--- src/sscp_pkg.sv ---
// shared constants and types of the setup command parser
package sscp_pkg;
  localparam int CLK_HZ = 10_000_000;
  localparam int BAUD_DEF = 9600;
  localparam int BIT_CYC_DEF = CLK_HZ / BAUD_DEF;
  localparam int CHAR_BITS = 10;
  localparam int GAP_CAP_MS = 170;
  localparam int GAP_CAP_CYC_DEF = (CLK_HZ / 1000) * GAP_CAP_MS;
  localparam logic [7:0] GAP_MIN = 8'h03;
  localparam logic [7:0] GAP_RST = 8'h03;
  localparam logic [1:0] SEQ_LAST = 2'h2;

  localparam logic [4:0] OFS_CTRL = 5'h00;
  localparam logic [4:0] OFS_STAT = 5'h04;
  localparam logic [4:0] OFS_CMD = 5'h08;
  localparam logic [4:0] OFS_RESP = 5'h0c;

  localparam int CTRL_EN = 0;
  localparam int CTRL_CRLF = 1;
  localparam int CTRL_AUX = 2;
  localparam int CTRL_GAP = 8;
  localparam logic CTRL_EN_RST = 1'b1;
  localparam logic CTRL_CRLF_RST = 1'b1;
  localparam logic CTRL_AUX_RST = 1'b0;
  localparam int STAT_PEND = 0;
  localparam int STAT_PORT = 1;
  localparam int STAT_FORCED = 2;
  localparam int STAT_OVF = 3;
  localparam int STAT_LEN = 8;
  localparam int CMD_VALID = 8;
  localparam int RESP_LAST = 8;

  localparam logic [7:0] CH_CR = 8'h0d;
  localparam logic [7:0] CH_LF = 8'h0a;
  localparam logic [7:0] CH_PLUS = 8'h2b;
  localparam logic [7:0] CH_MINUS = 8'h2d;
  localparam logic [7:0] CH_S = 8'h53;
  localparam logic [7:0] CH_L = 8'h4c;
  localparam logic [7:0] CH_O = 8'h4f;
  localparam logic [7:0] CH_K = 8'h4b;

  typedef enum logic [2:0] {
    P_IDLE = 3'b000,
    P_FIRST = 3'b001,
    P_CMD = 3'b010,
    P_DATA = 3'b011,
    P_HOLD = 3'b100,
    P_SKIP = 3'b101
  } sscp_pst_t;

  typedef enum logic [2:0] {
    T_IDLE = 3'b000,
    T_K = 3'b001,
    T_CR = 3'b010,
    T_LF = 3'b011
  } sscp_tst_t;
endpackage

--- src/sscp_rx_if.sv ---
// received byte and idle gap of one serial port
`timescale 1ns/1ps
interface sscp_rx_if;
  logic [7:0] data;
  logic stb;
  logic gap;
  modport src (output data, output stb, output gap);
  modport dst (input data, input stb, input gap);
endinterface

--- src/sscp_rx.sv ---
// serial receiver with idle gap timer for one host port
`timescale 1ns/1ps
module sscp_rx import sscp_pkg::*; #(
  parameter int BIT_CYC = BIT_CYC_DEF
) (
  input wire logic clk_i,
  input wire logic nrst_i,
  input wire logic ce_i,
  input wire logic line_i,
  input wire logic [23:0] gap_cyc_i,
  sscp_rx_if.src rx
);
  localparam logic [15:0] HALF = 16'(BIT_CYC / 2);
  localparam logic [15:0] FULL = 16'(BIT_CYC - 1);
  typedef struct packed {
    logic prev;
    logic [23:0] idle;
    logic gap;
    logic busy;
    logic [3:0] bitn;
    logic [15:0] div;
    logic [7:0] sh;
    logic [7:0] data;
    logic stb;
  } sscp_rxs_t;
  sscp_rxs_t s_q, s_d;

  always_comb begin
    s_d = s_q;
    s_d.stb = 1'b0;
    s_d.prev = line_i;
    if (line_i != s_q.prev) begin
      s_d.idle = '0;
      s_d.gap = 1'b0;
    end else if (s_q.idle < gap_cyc_i) begin
      s_d.idle = s_q.idle + 24'h1;
    end else begin
      s_d.gap = 1'b1;
    end
    if (!s_q.busy) begin
      if (!line_i) begin
        s_d.busy = 1'b1;
        s_d.div = HALF;
        s_d.bitn = 4'h0;
      end
    end else if (s_q.div != 16'h0) begin
      s_d.div = s_q.div - 16'h1;
    end else begin
      s_d.div = FULL;
      s_d.bitn = s_q.bitn + 4'h1;
      if (s_q.bitn == 4'h0) begin
        if (line_i) begin
          s_d.busy = 1'b0;
        end
      end else if (s_q.bitn < 4'h9) begin
        s_d.sh = {line_i, s_q.sh[7:1]};
      end else begin
        s_d.busy = 1'b0;
        s_d.data = s_q.sh;
        s_d.stb = line_i;
      end
    end
  end

  always_ff @(posedge clk_i or negedge nrst_i) begin
    if (!nrst_i) begin
      s_q <= '0;
      s_q.prev <= 1'b1;
    end else if (ce_i) begin
      s_q <= s_d;
    end
  end

  assign rx.data = s_q.data;
  assign rx.stb = s_q.stb;
  assign rx.gap = s_q.gap;
endmodule

--- src/sscp_top.sv ---
// setup command framing, forced mode and register slave
//
// Implementation choices: the Avalon-MM interface to the registers and the register offsets.
`timescale 1ns/1ps
module sscp_top import sscp_pkg::*; #(
  parameter int BIT_CYC = BIT_CYC_DEF,
  parameter int GAP_CAP_CYC = GAP_CAP_CYC_DEF,
  parameter int DEPTH = 32
) (
  input wire logic clk_i,
  input wire logic nrst_i,
  input wire logic ce_i,
  input wire logic host_to_module_line_i,
  output logic module_to_host_line_o,
  input wire logic auxiliary_host_to_module_line_i,
  output logic auxiliary_module_to_host_line_o,
  input wire logic [4:0] avs_address_i,
  input wire logic avs_read_i,
  input wire logic avs_write_i,
  input wire logic [31:0] avs_writedata_i,
  output logic [31:0] avs_readdata_o,
  output logic avs_waitrequest_o,
  output logic [7:0] user_data_o,
  output logic user_valid_o,
  output logic radio_suspend_o,
  output logic reboot_o
);
  localparam int IW = $clog2(DEPTH);
  localparam int LW = IW + 1;
  localparam logic [LW-1:0] FULL_LEN = LW'(DEPTH);
  localparam logic [23:0] CHAR_CYC = 24'(CHAR_BITS * BIT_CYC);
  localparam logic [31:0] CAP = 32'(GAP_CAP_CYC);

  typedef struct packed {
    logic ack;
    logic [31:0] rdata;
    logic cmd_en;
    logic crlf_en;
    logic aux_en;
    logic [7:0] gap_len;
    sscp_pst_t st;
    logic act;
    logic [1:0] gapq;
    logic [7:0] first;
    logic [1:0] plus;
    logic [1:0] minus;
    logic forced;
    logic reboot;
    logic hw_ok;
    logic oport;
    logic pend;
    logic cport;
    logic ovf;
    logic [LW-1:0] len;
    logic [LW-1:0] rdp;
    logic [DEPTH-1:0][7:0] cbuf;
    logic [7:0] udata;
    logic uvalid;
    logic upend;
    logic [7:0] ubyte2;
    sscp_tst_t ts;
    logic [8:0] slot;
    logic slot_v;
    logic [7:0] prevb;
    logic sw;
    logic done;
  } sscp_st_t;
  sscp_st_t s_q, s_d;

  sscp_rx_if rxp ();
  sscp_rx_if rxa ();
  logic [31:0] raw;
  logic [23:0] gap_cyc;
  logic [1:0] stb, gapl, gev, tx_rdy;
  logic [7:0] rb, tx_b, lastb, prevc;
  logic tx_v, fire, cmd_on, busy_slot;
  logic [31:0] ctrl_w, stat_w, cmd_w;

  assign raw = 32'(s_q.gap_len) * 32'(CHAR_CYC);
  assign gap_cyc = (raw > CAP) ? CAP[23:0] : raw[23:0];

  sscp_rx #(.BIT_CYC(BIT_CYC)) u_rxp (
    .clk_i(clk_i),
    .nrst_i(nrst_i),
    .ce_i(ce_i),
    .line_i(host_to_module_line_i),
    .gap_cyc_i(gap_cyc),
    .rx(rxp)
  );
  sscp_rx #(.BIT_CYC(BIT_CYC)) u_rxa (
    .clk_i(clk_i),
    .nrst_i(nrst_i),
    .ce_i(ce_i),
    .line_i(auxiliary_host_to_module_line_i),
    .gap_cyc_i(gap_cyc),
    .rx(rxa)
  );
  sscp_tx #(.BIT_CYC(BIT_CYC)) u_txp (
    .clk_i(clk_i),
    .nrst_i(nrst_i),
    .ce_i(ce_i),
    .data_i(tx_b),
    .valid_i(tx_v && !s_q.oport),
    .ready_o(tx_rdy[0]),
    .line_o(module_to_host_line_o)
  );
  sscp_tx #(.BIT_CYC(BIT_CYC)) u_txa (
    .clk_i(clk_i),
    .nrst_i(nrst_i),
    .ce_i(ce_i),
    .data_i(tx_b),
    .valid_i(tx_v && s_q.oport),
    .ready_o(tx_rdy[1]),
    .line_o(auxiliary_module_to_host_line_o)
  );

  assign stb = {rxa.stb, rxp.stb};
  assign gapl = {rxa.gap, rxp.gap};
  assign gev = gapl & ~s_q.gapq;
  assign rb = s_q.act ? rxa.data : rxp.data;
  assign cmd_on = s_q.cmd_en || s_q.forced;
  assign lastb = s_q.cbuf[IW'(s_q.len - LW'(1))];
  assign prevc = s_q.cbuf[IW'(s_q.len - LW'(2))];
  assign fire = tx_v && tx_rdy[s_q.oport];
  assign busy_slot = avs_write_i && avs_address_i == OFS_RESP && s_q.slot_v;

  always_comb begin
    ctrl_w = '0;
    ctrl_w[CTRL_EN] = s_q.cmd_en;
    ctrl_w[CTRL_CRLF] = s_q.crlf_en;
    ctrl_w[CTRL_AUX] = s_q.aux_en;
    ctrl_w[CTRL_GAP +: 8] = s_q.gap_len;
    stat_w = '0;
    stat_w[STAT_PEND] = s_q.pend;
    stat_w[STAT_PORT] = s_q.cport;
    stat_w[STAT_FORCED] = s_q.forced;
    stat_w[STAT_OVF] = s_q.ovf;
    stat_w[STAT_LEN +: LW] = s_q.len;
    cmd_w = '0;
    cmd_w[CMD_VALID] = s_q.rdp < s_q.len;
    cmd_w[7:0] = s_q.cbuf[IW'(s_q.rdp)];
  end

  // response source: hardware OK or software bytes
  always_comb begin
    tx_v = 1'b1;
    tx_b = CH_LF;
    case (s_q.ts)
      T_IDLE: begin
        tx_v = s_q.hw_ok || s_q.slot_v;
        tx_b = s_q.hw_ok ? CH_O : s_q.slot[7:0];
      end
      T_K: tx_b = CH_K;
      T_CR: tx_b = CH_CR;
      default: tx_b = CH_LF;
    endcase
  end

  always_comb begin
    s_d = s_q;
    s_d.reboot = 1'b0;
    s_d.uvalid = 1'b0;
    s_d.done = 1'b0;
    s_d.gapq = gapl;
    if (s_q.upend) begin
      s_d.uvalid = 1'b1;
      s_d.udata = s_q.ubyte2;
      s_d.upend = 1'b0;
    end
    case (s_q.st)
      P_SKIP: if (gapl[s_q.act]) s_d.st = P_IDLE;
      P_IDLE: begin
        if (stb[0] || (stb[1] && s_q.aux_en)) begin
          s_d.act = !stb[0];
          s_d.first = stb[0] ? rxp.data : rxa.data;
          s_d.st = P_FIRST;
        end
      end
      P_FIRST: begin
        if (stb[s_q.act]) begin
          s_d.plus = 2'h0;
          s_d.minus = 2'h0;
          if (cmd_on && s_q.first == CH_S && rb == CH_L) begin
            s_d.cbuf[0] = CH_S;
            s_d.cbuf[1] = CH_L;
            s_d.len = LW'(2);
            s_d.ovf = 1'b0;
            s_d.st = P_CMD;
          end else if (!s_q.act) begin
            s_d.uvalid = 1'b1;
            s_d.udata = s_q.first;
            s_d.ubyte2 = rb;
            s_d.upend = 1'b1;
            s_d.st = P_DATA;
          end else begin
            s_d.st = P_SKIP;
          end
        end else if (gev[s_q.act]) begin
          s_d.st = P_IDLE;
          if (s_q.first == CH_PLUS) begin
            s_d.minus = 2'h0;
            if (s_q.plus == SEQ_LAST) begin
              s_d.plus = 2'h0;
              s_d.forced = 1'b1;
              s_d.hw_ok = 1'b1;
              s_d.oport = s_q.act;
            end else begin
              s_d.plus = s_q.plus + 2'h1;
            end
          end else if (s_q.first == CH_MINUS && s_q.forced) begin
            s_d.plus = 2'h0;
            if (s_q.minus == SEQ_LAST) begin
              s_d.minus = 2'h0;
              s_d.forced = 1'b0;
              s_d.reboot = 1'b1;
              s_d.hw_ok = 1'b1;
              s_d.oport = s_q.act;
            end else begin
              s_d.minus = s_q.minus + 2'h1;
            end
          end else begin
            s_d.plus = 2'h0;
            s_d.minus = 2'h0;
            s_d.uvalid = !s_q.act;
            s_d.udata = s_q.first;
          end
        end
      end
      P_CMD: begin
        if (stb[s_q.act]) begin
          if (s_q.len < FULL_LEN) begin
            s_d.cbuf[IW'(s_q.len)] = rb;
            s_d.len = s_q.len + LW'(1);
          end else begin
            s_d.ovf = 1'b1;
          end
        end else if (gev[s_q.act]) begin
          if (lastb == CH_LF && prevc == CH_CR) begin
            s_d.len = s_q.len - LW'(2);
          end else if (lastb == CH_CR) begin
            s_d.len = s_q.len - LW'(1);
          end
          s_d.pend = 1'b1;
          s_d.cport = s_q.act;
          s_d.oport = s_q.act;
          s_d.rdp = '0;
          s_d.st = P_HOLD;
        end
      end
      P_DATA: begin
        if (stb[0]) begin
          s_d.uvalid = 1'b1;
          s_d.udata = rb;
        end else if (gev[0]) begin
          s_d.st = P_IDLE;
        end
      end
      P_HOLD: begin
        if (s_q.done) begin
          s_d.pend = 1'b0;
          s_d.st = P_SKIP;
        end
      end
      default: s_d.st = P_SKIP;
    endcase
    if (s_q.forced) s_d.uvalid = 1'b0;

    case (s_q.ts)
      T_IDLE: begin
        if (fire && s_q.hw_ok) begin
          s_d.hw_ok = 1'b0;
          s_d.sw = 1'b0;
          s_d.ts = T_K;
        end else if (fire) begin
          s_d.slot_v = 1'b0;
          s_d.prevb = s_q.slot[7:0];
          s_d.sw = 1'b1;
          if (s_q.slot[RESP_LAST]) begin
            if (!s_q.crlf_en ||
                (s_q.prevb == CH_CR && s_q.slot[7:0] == CH_LF)) begin
              s_d.done = 1'b1;
            end else begin
              s_d.ts = T_CR;
            end
          end
        end
      end
      T_K: if (fire) s_d.ts = s_q.crlf_en ? T_CR : T_IDLE;
      T_CR: if (fire) s_d.ts = T_LF;
      default: begin
        if (fire) begin
          s_d.ts = T_IDLE;
          s_d.done = s_q.sw;
        end
      end
    endcase

    s_d.ack = (avs_read_i || avs_write_i) && !s_q.ack && !busy_slot;
    if (!s_q.ack) begin
      if (avs_address_i == OFS_CTRL) s_d.rdata = ctrl_w;
      else if (avs_address_i == OFS_STAT) s_d.rdata = stat_w;
      else if (avs_address_i == OFS_CMD) s_d.rdata = cmd_w;
      else s_d.rdata = '0;
    end
    if (s_q.ack && avs_write_i) begin
      if (avs_address_i == OFS_CTRL) begin
        s_d.cmd_en = avs_writedata_i[CTRL_EN];
        s_d.crlf_en = avs_writedata_i[CTRL_CRLF];
        s_d.aux_en = avs_writedata_i[CTRL_AUX];
        s_d.gap_len = (avs_writedata_i[CTRL_GAP +: 8] < GAP_MIN) ?
                      GAP_MIN : avs_writedata_i[CTRL_GAP +: 8];
      end else if (avs_address_i == OFS_RESP) begin
        s_d.slot = avs_writedata_i[8:0];
        s_d.slot_v = 1'b1;
      end
    end
    if (s_q.ack && avs_read_i && avs_address_i == OFS_CMD &&
        s_q.rdp < s_q.len) begin
      s_d.rdp = s_q.rdp + LW'(1);
    end
  end

  always_ff @(posedge clk_i or negedge nrst_i) begin
    if (!nrst_i) begin
      s_q <= '0;
      s_q.cmd_en <= CTRL_EN_RST;
      s_q.crlf_en <= CTRL_CRLF_RST;
      s_q.aux_en <= CTRL_AUX_RST;
      s_q.gap_len <= GAP_RST;
      s_q.st <= P_SKIP;
      s_q.ts <= T_IDLE;
    end else if (ce_i) begin
      s_q <= s_d;
    end
  end

  assign avs_readdata_o = s_q.rdata;
  assign avs_waitrequest_o = (avs_read_i || avs_write_i) && !s_q.ack;
  assign user_data_o = s_q.udata;
  assign user_valid_o = s_q.uvalid;
  assign radio_suspend_o = s_q.forced;
  assign reboot_o = s_q.reboot;
endmodule

--- src/sscp_tx.sv ---
// serial transmitter for one response port
`timescale 1ns/1ps
module sscp_tx import sscp_pkg::*; #(
  parameter int BIT_CYC = BIT_CYC_DEF
) (
  input wire logic clk_i,
  input wire logic nrst_i,
  input wire logic ce_i,
  input wire logic [7:0] data_i,
  input wire logic valid_i,
  output logic ready_o,
  output logic line_o
);
  localparam logic [15:0] FULL = 16'(BIT_CYC - 1);
  typedef struct packed {
    logic [9:0] sh;
    logic [3:0] n;
    logic [15:0] div;
    logic busy;
  } sscp_txs_t;
  sscp_txs_t s_q, s_d;

  always_comb begin
    s_d = s_q;
    if (!s_q.busy) begin
      if (valid_i) begin
        s_d.sh = {1'b1, data_i, 1'b0};
        s_d.busy = 1'b1;
        s_d.div = FULL;
        s_d.n = 4'h0;
      end
    end else if (s_q.div != 16'h0) begin
      s_d.div = s_q.div - 16'h1;
    end else begin
      s_d.div = FULL;
      s_d.sh = {1'b1, s_q.sh[9:1]};
      s_d.n = s_q.n + 4'h1;
      if (s_q.n == 4'h9) begin
        s_d.busy = 1'b0;
      end
    end
  end

  always_ff @(posedge clk_i or negedge nrst_i) begin
    if (!nrst_i) begin
      s_q <= '0;
      s_q.sh <= 10'h3ff;
    end else if (ce_i) begin
      s_q <= s_d;
    end
  end

  assign ready_o = !s_q.busy;
  assign line_o = s_q.sh[0];
endmodule

--- config.mk ---
export PLATFORM = sky130hd
export DESIGN_NAME = sscp_top
export DESIGN_NICKNAME = d
export VERILOG_FILES = /design/src/sscp_pkg.sv /design/src/sscp_rx_if.sv /design/src/sscp_rx.sv /design/src/sscp_top.sv /design/src/sscp_tx.sv
export SDC_FILE = /design/constraint.sdc
export NUM_CORES = 1
export LEC_CHECK = 0
export BUFFER_PORTS_ARGS = -buffer_cell sky130_fd_sc_hd__buf_2
export CAP_MARGIN = 20
export CORE_MARGIN = 4
export CORE_UTILIZATION = 60
export CTS_CLUSTER_SIZE = 8
export DETAILED_ROUTE_END_ITERATION = 7
export PLACE_DENSITY = 0.86
export SETUP_SLACK_MARGIN = 0.5
export SYNTH_ARGS = -nofsm -noshare
export SYNTH_HDL_FRONTEND = slang
export SYNTH_SLANG_ARGS = --single-unit
--- constraint.sdc ---
create_clock -name clk_i -period 22.6 [get_ports clk_i]
set_input_delay 2.26 -clock clk_i [delete_from_list [all_inputs] [get_ports clk_i]]
set_output_delay 2.26 -clock clk_i [all_outputs]
set_load 0.05 [all_outputs]
Word-level counts from Yosys, hierarchy flattened. Index checks and enable logic that the tools add are counted.

Add/subtract/negate cells: 16. Multiply operators: 1. Magnitude comparators: 15. Equality and inequality tests: 62. Mux-type cells: 154. Bitwise operators: 14. Reduce and logical (&&, ||, !) cells: 88.

Operators by type and width (count): two-way mux 256 bit (2); bitwise mux 256 bit (1); two-way mux 246 bit (1); two-way mux 31 bit (4); binary-select mux 8 bit (select 5 bit) (3); two-way mux 16 bit (7); two-way mux 21 bit (4); two-way mux 9 bit (9); two-way mux 8 bit (9); nonzero test 16 bit (4); subtractor 16 x 1 -> 16 bit (second input constant) (4); two-way mux 3 bit (20); two-way mux 25 bit (2); adder 24 x 1 -> 24 bit (second input constant) (2); < comparator 24 x 22 -> 1 bit (2); two-way mux 24 bit (2); two-way mux 1 bit (45); two-way mux 14 bit (3); demux 8 bit (select 5 bit) (1); equality test 8 x 4 -> 1 bit (second input constant) (5); != test 2 bit (second input constant) (20); two-way mux 18 bit (2); two-way mux 6 bit (6); case mux 16 bit (2 select lines) (1); other kinds (60) (191).

Flip-flop bits (word level): 568. Input bits: 44. Output and inout port bits: 46. Logic and storage cells: 439.

Logic depth before layout (Yosys ltp). Gate-level depths: netlist of run 1.

Depth in word-level cells: 13. Depth in mapped cells: 31. Mapped depth without buffers: 28.

Cells and area by module. Synthesis of run 1 repeated with hierarchy kept, for this count alone.

Cell total of the unflattened synthesis: 3385. Area total of the unflattened synthesis: 33090.5 um^2.

By module, submodules not included: sscp_top (times used 1, cells each 2183, area each 21640.8 um^2, sequential area each 9041.2 um^2); sscp_rx at u_rxp (times used 1, cells each 449, area each 4072.7 um^2, sequential area each 1602.8 um^2); sscp_rx at u_rxa (times used 1, cells each 422, area each 3945.0 um^2, sequential area each 1602.8 um^2); sscp_tx at u_txp (times used 1, cells each 165, area each 1717.9 um^2, sequential area each 788.3 um^2); sscp_tx at u_txa (times used 1, cells each 166, area each 1714.1 um^2, sequential area each 788.3 um^2).

Worst setup path before layout of run 1. Ideal clock, no wire load.

Kind: reg-to-reg. Start point: reg s_q, in the netlist ctrl_w[10]. End point: reg u_rxa.s_q[46] (netlist bit). Library setup time: 0.124 ns. Arrival: 7.214 ns. Data required time: 22.476 ns. Slack: 15.262 ns. Stages on the path, launching flop included: 28. Buffers on the path: 3. Period minus slack after synthesis: 7.338 ns. Cell sequence: dfrtp_1 -> ha_1 -> inv_1 -> fa_1 -> inv_1 -> ha_1 -> fa_1 -> ha_1 -> clkbuf_1 -> nand2_1 -> nor2_1 -> a21boi_1 -> nor3_1 -> or3_1 -> and2_1 -> nand2_1 -> a21oi_1 -> nor2_1 -> clkbuf_1 -> nand2_1 -> ha_1 -> nand4_1 -> or4_1 -> a2111oi_0 -> a21oi_1 -> clkbuf_1 -> and3_1 -> a211o_1.

Word-level cells in the longest chain between the ends: 6.

Ends and longest elaborated chain: start, declared (line sscp_top.sv:68) `sscp_st_t s_q, s_d;`; multiplier 8 x 13 -> 21 bit * (line sscp_top.sv:79) `assign raw = 32'(s_q.gap_len) * 32'(CHAR_CYC);`; > comparator 22 x 21 -> 1 bit (line sscp_top.sv:80) `assign gap_cyc = (raw > CAP) ? CAP[23:0] : raw[23:0];`; two-way mux 22 bit * (line sscp_top.sv:80); < comparator 24 x 22 -> 1 bit * (line sscp_rx.sv:35) `end else if (s_q.idle < gap_cyc_i) begin`; nonzero test 2 bit (no line) *; AND reduction 2 bit (no line) *; end, declared (line sscp_rx.sv:26) `sscp_rxs_t s_q, s_d;`.

Mark *: on every way between the ends. The rest lies on a longest branch, timed or not. A chain may end at the register's enable or synchronous reset.

Final worst setup path of run 1.
Start point: reg s_q, in the netlist ctrl_w[10]. End point: reg u_rxp.s_q[40] (netlist bit).

Word-level cells in the longest chain between the ends: 6.

Ends and longest elaborated chain (line): multiplier 8 x 13 -> 21 bit * (sscp_top.sv:79); > comparator 22 x 21 -> 1 bit (sscp_top.sv:80); two-way mux 22 bit * (sscp_top.sv:80); < comparator 24 x 22 -> 1 bit * (sscp_rx.sv:35); nonzero test 2 bit (no line) *; AND reduction 2 bit (no line) *; end, declared (sscp_rx.sv:26).

Marked as above.

==> summary.md, run 1 <==
| Metric | Value |
|---|---|
| Simple-gate portion of the synthesized area | between 15 and 20% |
| Async S/R FF share, synth | between 90% and 100% |
| Via count | roughly 27k |
| Critical path data required time | ~23,000 ps |
| Worst hold path type | reg -> reg |
| Worst r2r src | ctrl_w[10] |
| FF+latch count, synth | between 500 and 600 |
| Endpoints failing hold | 0 |
| # setup viols final | 0 |
| WP data arrival | approximately 9300 ps |
| Final #Nets | ~3.4k |
| DIE AREA | between 50,000 and 60,000 um2 |
| Seq/Total Area, Yosys | 43.23% |
| Max Cap Viol | 0 |
| Total CTS buffers | 79 |
| GP Congestion | between 0.9 and 1 |
| HPWL Detailed | approximately 56,000 um |
| Crit. End Element | flop |
| FF-to-FF path depth | 25 |
| Minimum clock period | between 8000 and 9000 ps |
| Fin crit share | roughly two fifths |
| Number of port buffers | 57 |
| Io pins | 90 |
| Clock Skew | 35.55 ps |
| Area Overhead vs Synth | 8.907% |
| Leak | 15.33 nW |
| Post-synthesis mux area share | about an eighth |
| Syn Inst Count | roughly 3.3k |
| CP Max Fanout | 16 |
| Hold buffers post-CTS | 0 |
| FF-to-FF End | u_rxp.s_q[40] |
| Avg Inst Size Synth | just under 10 um2 |
| Slew @ Worst Pin | approximately 1100 ps |
| Layout cells sized above 1 | a little over an eighth |
| Starting DRC count in detailed routing | 3,288 |
| Unrepaired setup endpoints after global routing | false |
| GRT Total Usage | around 30% |
| Int Power | around 0.0021 W |
| Worst skew pair latency | around 630 ps |
| Std cell rows | 84 |
| Chip width | ~240 um |
| Clock power frac | 33.7% |
| CTS sink cnt | between 500 and 600 |
| Routed Antenna Nets | 0 |
| Post-synth EDFFs | 0 |
| Wire length per cell | approximately 22 um |
| CTS tree | done |
| Antenna cell count | 0 |
| Die height | ~240 um |
| Yosys top cell by area | dfrtp_1 |
| Total power | ~0.0033 W |
| Sw Ratio | ~36% |
| Switching component of the power | ~0.0012 W |
| P per Cell Area | approximately 94 nW/um2 |
| Distinct cells, synth | 90 |
| Setup Crit Path Kind | reg -> reg |
| Setup TNS | 0 ps |
| Min-Delay Endpoint | s_q[1] |
| Vias/cell | about 6.8 |
| Root Driver | clkbuf_16 |
| Max H-tree Level | 3 |
| Hold Path Stages | 2 |
| Seq pwr share | a little under two fifths |
| Largest family of logic cells by synthesized area | simple AND/OR/NAND/NOR gates |
| Relative slew slack | roughly a quarter |
| Pin count of the biggest net entering global routing | about 160 |
| Initial antenna violation count | 1 |
| Max Root-Sink Buffers | 3 |
| Initial Util | approximately 61% |
| Overflow after GRT | 0 |
| WHS | ~480 ps |
| Fmax | about 0.11 GHz |
| CP startpoint kind | flop |
| Top cell type's share of synthesized area | between 40% and 50% |
| Vias in the first global route | ~26k |
| Synth Area in Compound Gates | approximately 16% |
| Synthesis Warnings | 0 |
| Combinational group share of total power | between 20 and 30% |
| Global-route wire length before repair | ~140,000 um |
| Mapped cell area | 31,970 um2 |
| Buf+Inv Stages, Crit Path | 2 |
| Dominant cells by area after synthesis | dfrtp_1, mux4_2, o21ai_0, nand2_1, ha_1 |
| Core area | about 53,000 um2 |
| Hold path start | s_q[1] |
| Clk slew on worst S/H paths | roughly 50 ps |
| CP delay by family, top | compound AO/OA/AOI/OAI gates |
| Final wirelength | approximately 86,000 um |
| Status | completed |
| TritonRoute pass-1 iters | 6 |
| Slew Limit Fails | 0 |
| Synth Flop Type | dfrtp_1 |
| Post-Synth XOR/XNOR Area | under 10% |
| # Post-CTS Setup Buffers | 0 |
| Adder-cell share of the synthesized area | 5.526% |
| PostCTS Resize Cnt | 0 |
| Remaining DRCs | 0 |
| Crit path largest cell delay | about 920 ps |
| Slowest CP cell | a21oi_1 |
| Worst vdd ir | about 64 uV |
| R2R setup slack | between 10,000 and 15,000 ps |
==> power by group through the flow <==
stage	Sequential [W]	Combinational, W	Clock [W]
floorplan	0.00118	0.000715	0
global placement	0.00122	0.000887	0
detailed placement	0.00123	0.000914	0
CTS	0.00121	0.000926	0.00111
global route	0.00123	0.00104	0.00115
finish	0.00122	0.000943	0.00110
==> per-layer routing <==
metal  track usage, %  vias up  share of wire, %
met1            39.41    12960                38
met5                0        -             0.014
met4            15.81        2               5.5
li1                 -    11870                 -
met2            46.77     1585                47
met3            7.303      387                10
==> area by class of cell <==
type / count / area, um2
Inverter: 76 / 285.3
Timing Repair Buffer: 91 / 586.8
Tap cell: 688 / 860.8
Multi-Input combinational cell: 2435 / 17000
Clock inverter: 7 / 93.84
Clock buffer: 119 / 2170
Sequential cell: 551 / 13830
Fill cell: 3731 / 17830
==> worst register-to-register path: cells and delay by family, from the launching register on <==
kind                       cells  cell delay (ps)
DFF                            1              490
adders and majority gates      6             2500
and+or+nand+nor                6             1870
AOI/OAI and AO/OA             11             3720
buffers and inverters          2              120
==> state kept, by name, summed over array words and instances, names as in the netlist <==
name,count
u_rxp.rx.stb,1
u_txa.line_o,1
user_data_o,8
avs_readdata_o,16
u_rxa.s_q,54
user_valid_o,1
ctrl_w,11
u_rxp.rx.gap,1
u_rxp.s_q,54
s_q,323
reboot_o,1
u_txp.line_o,1
u_txa.s_q,30
u_rxa.rx.gap,1
u_txp.s_q,30
u_rxa.rx.stb,1
u_rxa.rx.data,8
radio_suspend_o,1
u_rxp.rx.data,8
==> synthesized netlist by cell type (42+ instances only) <==
cell / instances
o21ai_0: 407
mux4_2: 108
nor3_1: 77
nand3_1: 72
nor2_1: 193
inv_1: 70
nand2_1: 530
nor4_1: 50
mux2_2: 76
a21oi_1: 117
buf_4: 42
ha_1: 122
dfrtp_1: 523
clkbuf_1: 157
==> how the worst max path moves through the flow <==
stage / slack, ps / end / from / cells past startpoint
floorplan: 15260 / u_rxa.s_q[46] / ctrl_w[10] / 27
global placement: 14060 / u_rxp.s_q[40] / ctrl_w[10] / 25
detailed placement: 13840 / u_rxp.s_q[40] / ctrl_w[10] / 25
CTS: 13810 / u_rxp.s_q[40] / ctrl_w[10] / 25
global route: 12840 / u_rxp.s_q[40] / ctrl_w[10] / 25
finish: 13780 / u_rxp.s_q[40] / ctrl_w[10] / 25
==> cell usage in the layout (no fill, tap or decap), types with 21 or more instances in the layout <==
| master | instances |
|---|---|
| o21ai_0 | 407 |
| buf_2 | 56 |
| clkbuf_16 | 81 |
| xnor2_1 | 31 |
| buf_4 | 30 |
| a31oi_1 | 26 |
| mux4_2 | 108 |
| a21o_1 | 40 |
| inv_1 | 70 |
| nor4_1 | 50 |
| clkbuf_1 | 38 |
| nand2_1 | 530 |
| xor2_1 | 21 |
| mux2_2 | 76 |
| nor3_1 | 77 |
| nand4_1 | 33 |
| a22o_1 | 25 |
| a21oi_1 | 116 |
| nand2b_1 | 26 |
| o31ai_1 | 26 |
| dfstp_2 | 28 |
| nand3_1 | 72 |
| nor2_1 | 193 |
| ha_1 | 122 |
| mux2i_1 | 33 |
| dfrtp_1 | 520 |
| or4_1 | 25 |
| and3_1 | 31 |
==> logic make-up (layout without fill, tap and decap cells) <==
| logic type | after synthesis | in the layout |
|---|---|---|
| and+or+nand+nor | 1180 | 1180 |
| AOI/OAI and AO/OA | 815 | 815 |
| xor gates and xnor gates | 54 | 54 |
| adders and majority gates | 134 | 134 |
| muxes | 234 | 234 |
| DFF | 551 | 551 |
| buffers and inverters | 303 | 293 |
| other | 2 | 18 |
==> metrics by stage <==
stage	setup WS (ps)	std cells	cell area, um2	utilization [%]
6_report	13780	3967	34820	66.13
5_1_grt	12840	3967	34820	66.13
4_1_cts	13810	3965	34790	66.06
3_5_place_dp	13840	3839	32520	61.76
3_3_place_gp	14060	3838	32510	61.74
2_1_floorplan	15260	3289	32030	-
Note: power is estimated with default switching activity, not from simulation.
==> run 2: changes to the inputs <==
- clock period: 22.6 -> 9 ns (I/O delays scaled with it)
==> run 2 against run 1 <==
Compared with the run above:
- non-clock buffer count increased by 4
- clock power increased by 150%
- die area unchanged
- clock skew decreased by 12 ps
- register-to-register slack got worse by 13000 ps
- via count increased by 0.25%
- critical endpoint is now u_rxa.s_q[56]
- highest routed layer unchanged
==> summary.md, run 2 (synthesis gave the netlist of run 1 again) <==
| Metric | Value |
|---|---|
| PostCTS Resize Cnt | 0 (unchanged) |
| WHS | 287.4 ps (-191.1 ps) |
| Fmax | 0.1274 GHz (+12%) |
| GRT Total Usage | 30.12% (+0.088 points) |
| Top Registers | s_q (323), u_rxa.s_q (54), u_rxp.s_q (54) |
| Critical path data required time | 9500 ps (-13,590 ps) |
| CP Max Fanout | 12 (-4) |
| CP startpoint kind | flop |
| HPWL Detailed | 56,090 um (-0.49%) |
| Final #Nets | 3,416 (+0.12%) |
| Initial Util | 60.72% (unchanged) |
| Worst hold path type | in -> async |
| Relative slew slack | 17.07% (-9.0 points) |
| Final wirelength | 86,180 um (+0.12%) |
| Total CTS buffers | 79 (unchanged) |
| Setup Crit Path Kind | reg -> reg |
| CTS sink cnt | 551 (unchanged) |
| Biggest register | s_q |
| Hold buffers post-CTS | 0 (unchanged) |
| # setup viols final | 0 (unchanged) |
| Unrepaired setup endpoints after global routing | false |
| Remaining DRCs | 0 (unchanged) |
| CTS tree | done |
| Initial antenna violation count | 2 (+1) |
| Leak | 15.34 nW (about the same) |
| Clock Skew | 23.82 ps (-11.73 ps) |
| Max Root-Sink Buffers | 3 (unchanged) |
| Vias/cell | 6.762 (+0.10%) |
| Max H-tree Level | 3 (unchanged) |
| Worst skew pair latency | 620 ps (about the same) |
| Minimum clock period | 7848 ps (-974.5 ps) |
| WP data arrival | 8350 ps (-970 ps) |
| Global-route wire length before repair | 140,100 um (+1.0%) |
| Core area | 52,660 um2 (unchanged) |
| Area Overhead vs Synth | 8.973% (about the same) |
| Root Driver | clkbuf_16 |
| Clk slew on worst S/H paths | 50 ps (about the same) |
| Routed Antenna Nets | 0 (unchanged) |
| Die height | 238.8 um (unchanged) |
| Largest register FFs | 323 (unchanged) |
| Overflow after GRT | 0 (unchanged) |
| Fin crit share | 87.20% (+48 points) |
| Setup TNS | 0 ps (unchanged) |
| Slew Limit Fails | 0 (unchanged) |
| Worst vdd ir | 184.8 uV (+190%) |
| Final Util | 66.17% (about the same) |
| Commonest non-fill, non-tap cells in the layout | nand2_1, dfrtp_1, o21ai_0 |
| Vias in the first global route | 26.06k (+0.91%) |
| Std cell rows | 84 (unchanged) |
| Slew @ Worst Pin | 1235 ps (+134.7 ps) |
| Via count | 26.87k (+0.25%) |
| TritonRoute pass-1 iters | 8 (+2) |
| DIE AREA | 57,050 um2 (unchanged) |
| P per Cell Area | 235.1 nW/um2 (+150%) |
| Wire length per cell | 21.69 um (about the same) |
| Io pins | 90 (unchanged) |
| # Post-CTS Setup Buffers | 0 (unchanged) |
| Starting DRC count in detailed routing | 3,328 (+1.2%) |
| Crit. End Element | flop |
| Pin count of the biggest net entering global routing | 177 (+9.3%) |
| Design area | 34,840 um2 (about the same) |
| Status | completed |
| GP Congestion | 0.9511 (-2.0%) |
| Dpl cell area | 32,560 um2 (+0.13%) |
| Number of port buffers | 57 (unchanged) |
| Layout cells sized above 1 | 13.49% (+0.22 points) |
| Endpoints failing hold | 0 (unchanged) |
| Max Cap Viol | 0 (unchanged) |
| Leading cell type in the layout, fill and taps excluded | nand2_1 |
| Chip width | 238.8 um (unchanged) |
-- run 2: cell types whose count changed in the layout (fill, tap and decap cells not counted), sizes merged --
cell,before,now
diode,0,1
buf,90,94
clkinv,8,10
clkinvlp,1,0
-- run 2: final timing paths --
kind	startpoint	endpoint	slack (ps)	depth (start not counted)
worst max register to register	ctrl_w[10]	u_rxa.s_q[56]	1150	27
min in group clk_i	s_q[1]	s_q[1]	480	2
worst min-delay path	nrst_i	s_q[149]	290	1
max in group asynchronous	nrst_i	u_rxp.s_q[23]	6530	3
worst min register to register	s_q[1]	s_q[1]	480	2
worst max-delay path	ctrl_w[10]	u_rxa.s_q[56]	1150	27
-- run 2: stage by stage --
| step | instances | total power (W) | worst slack (ps) |
|---|---|---|---|
| floorplan | 3289 | 0.004746 | 1662 |
| global placement | 3843 | 0.005309 | 931.9 |
| detailed placement | 3844 | 0.005375 | 742.0 |
| CTS | 3971 | 0.008138 | 731.5 |
| global route | 3973 | 0.008589 | 489.1 |
| finish | 3973 | 0.008191 | 1152 |
-- run 2: report_power, final --
part           internal, W  switching [W]  leakage, nW  total [W]
sequential         0.00273       0.000324         7.40    0.00305
clock              0.00164        0.00111         1.08    0.00274
combinational     0.000902        0.00150         6.86    0.00240
-- run 2: cell type report --
| cell class | instances | area (um2) |
|---|---|---|
| clock buffer | 119 | 2148 |
| multi-input combinational | 2435 | 17010 |
| tap | 688 | 860.8 |
| inverter | 76 | 285.3 |
| fill | 3760 | 17810 |
| sequential | 551 | 13830 |
| timing repair buffer | 95 | 600.6 |
| clock inverter | 8 | 102.6 |
| antenna | 1 | 2.502 |
-- run 2: per-layer routing --
metal	up-vias	track usage [%]	wire (um)
li1	11890	-	-
met1	13050	40.38	33090
met2	1586	46.97	39880
met3	337	6.784	8807
met4	2	14.65	4391
met5	-	0	13
-- run 2: worst max-delay path, stage by stage (launching register included) --
cell and delay (ps):
dfrtp_1 470, ha_1 430, inv_1 80, fa_1 480, inv_1 40, ha_1 290, fa_1 420, ha_1 490
nand2_1 90, nor2_1 240, a21boi_1 350, nor3_1 100, or3_1 390, and2_1 170, nand2_1 80, a21oi_1 100
nor2_2 360, nand2_1 180, ha_1 220, a21o_1 170, a21o_1 170, a21oi_1 240, nand4_1 210, a311oi_1 320
a21oi_1 180, a2111oi_2 960, a31oi_1 200, a211o_1 310
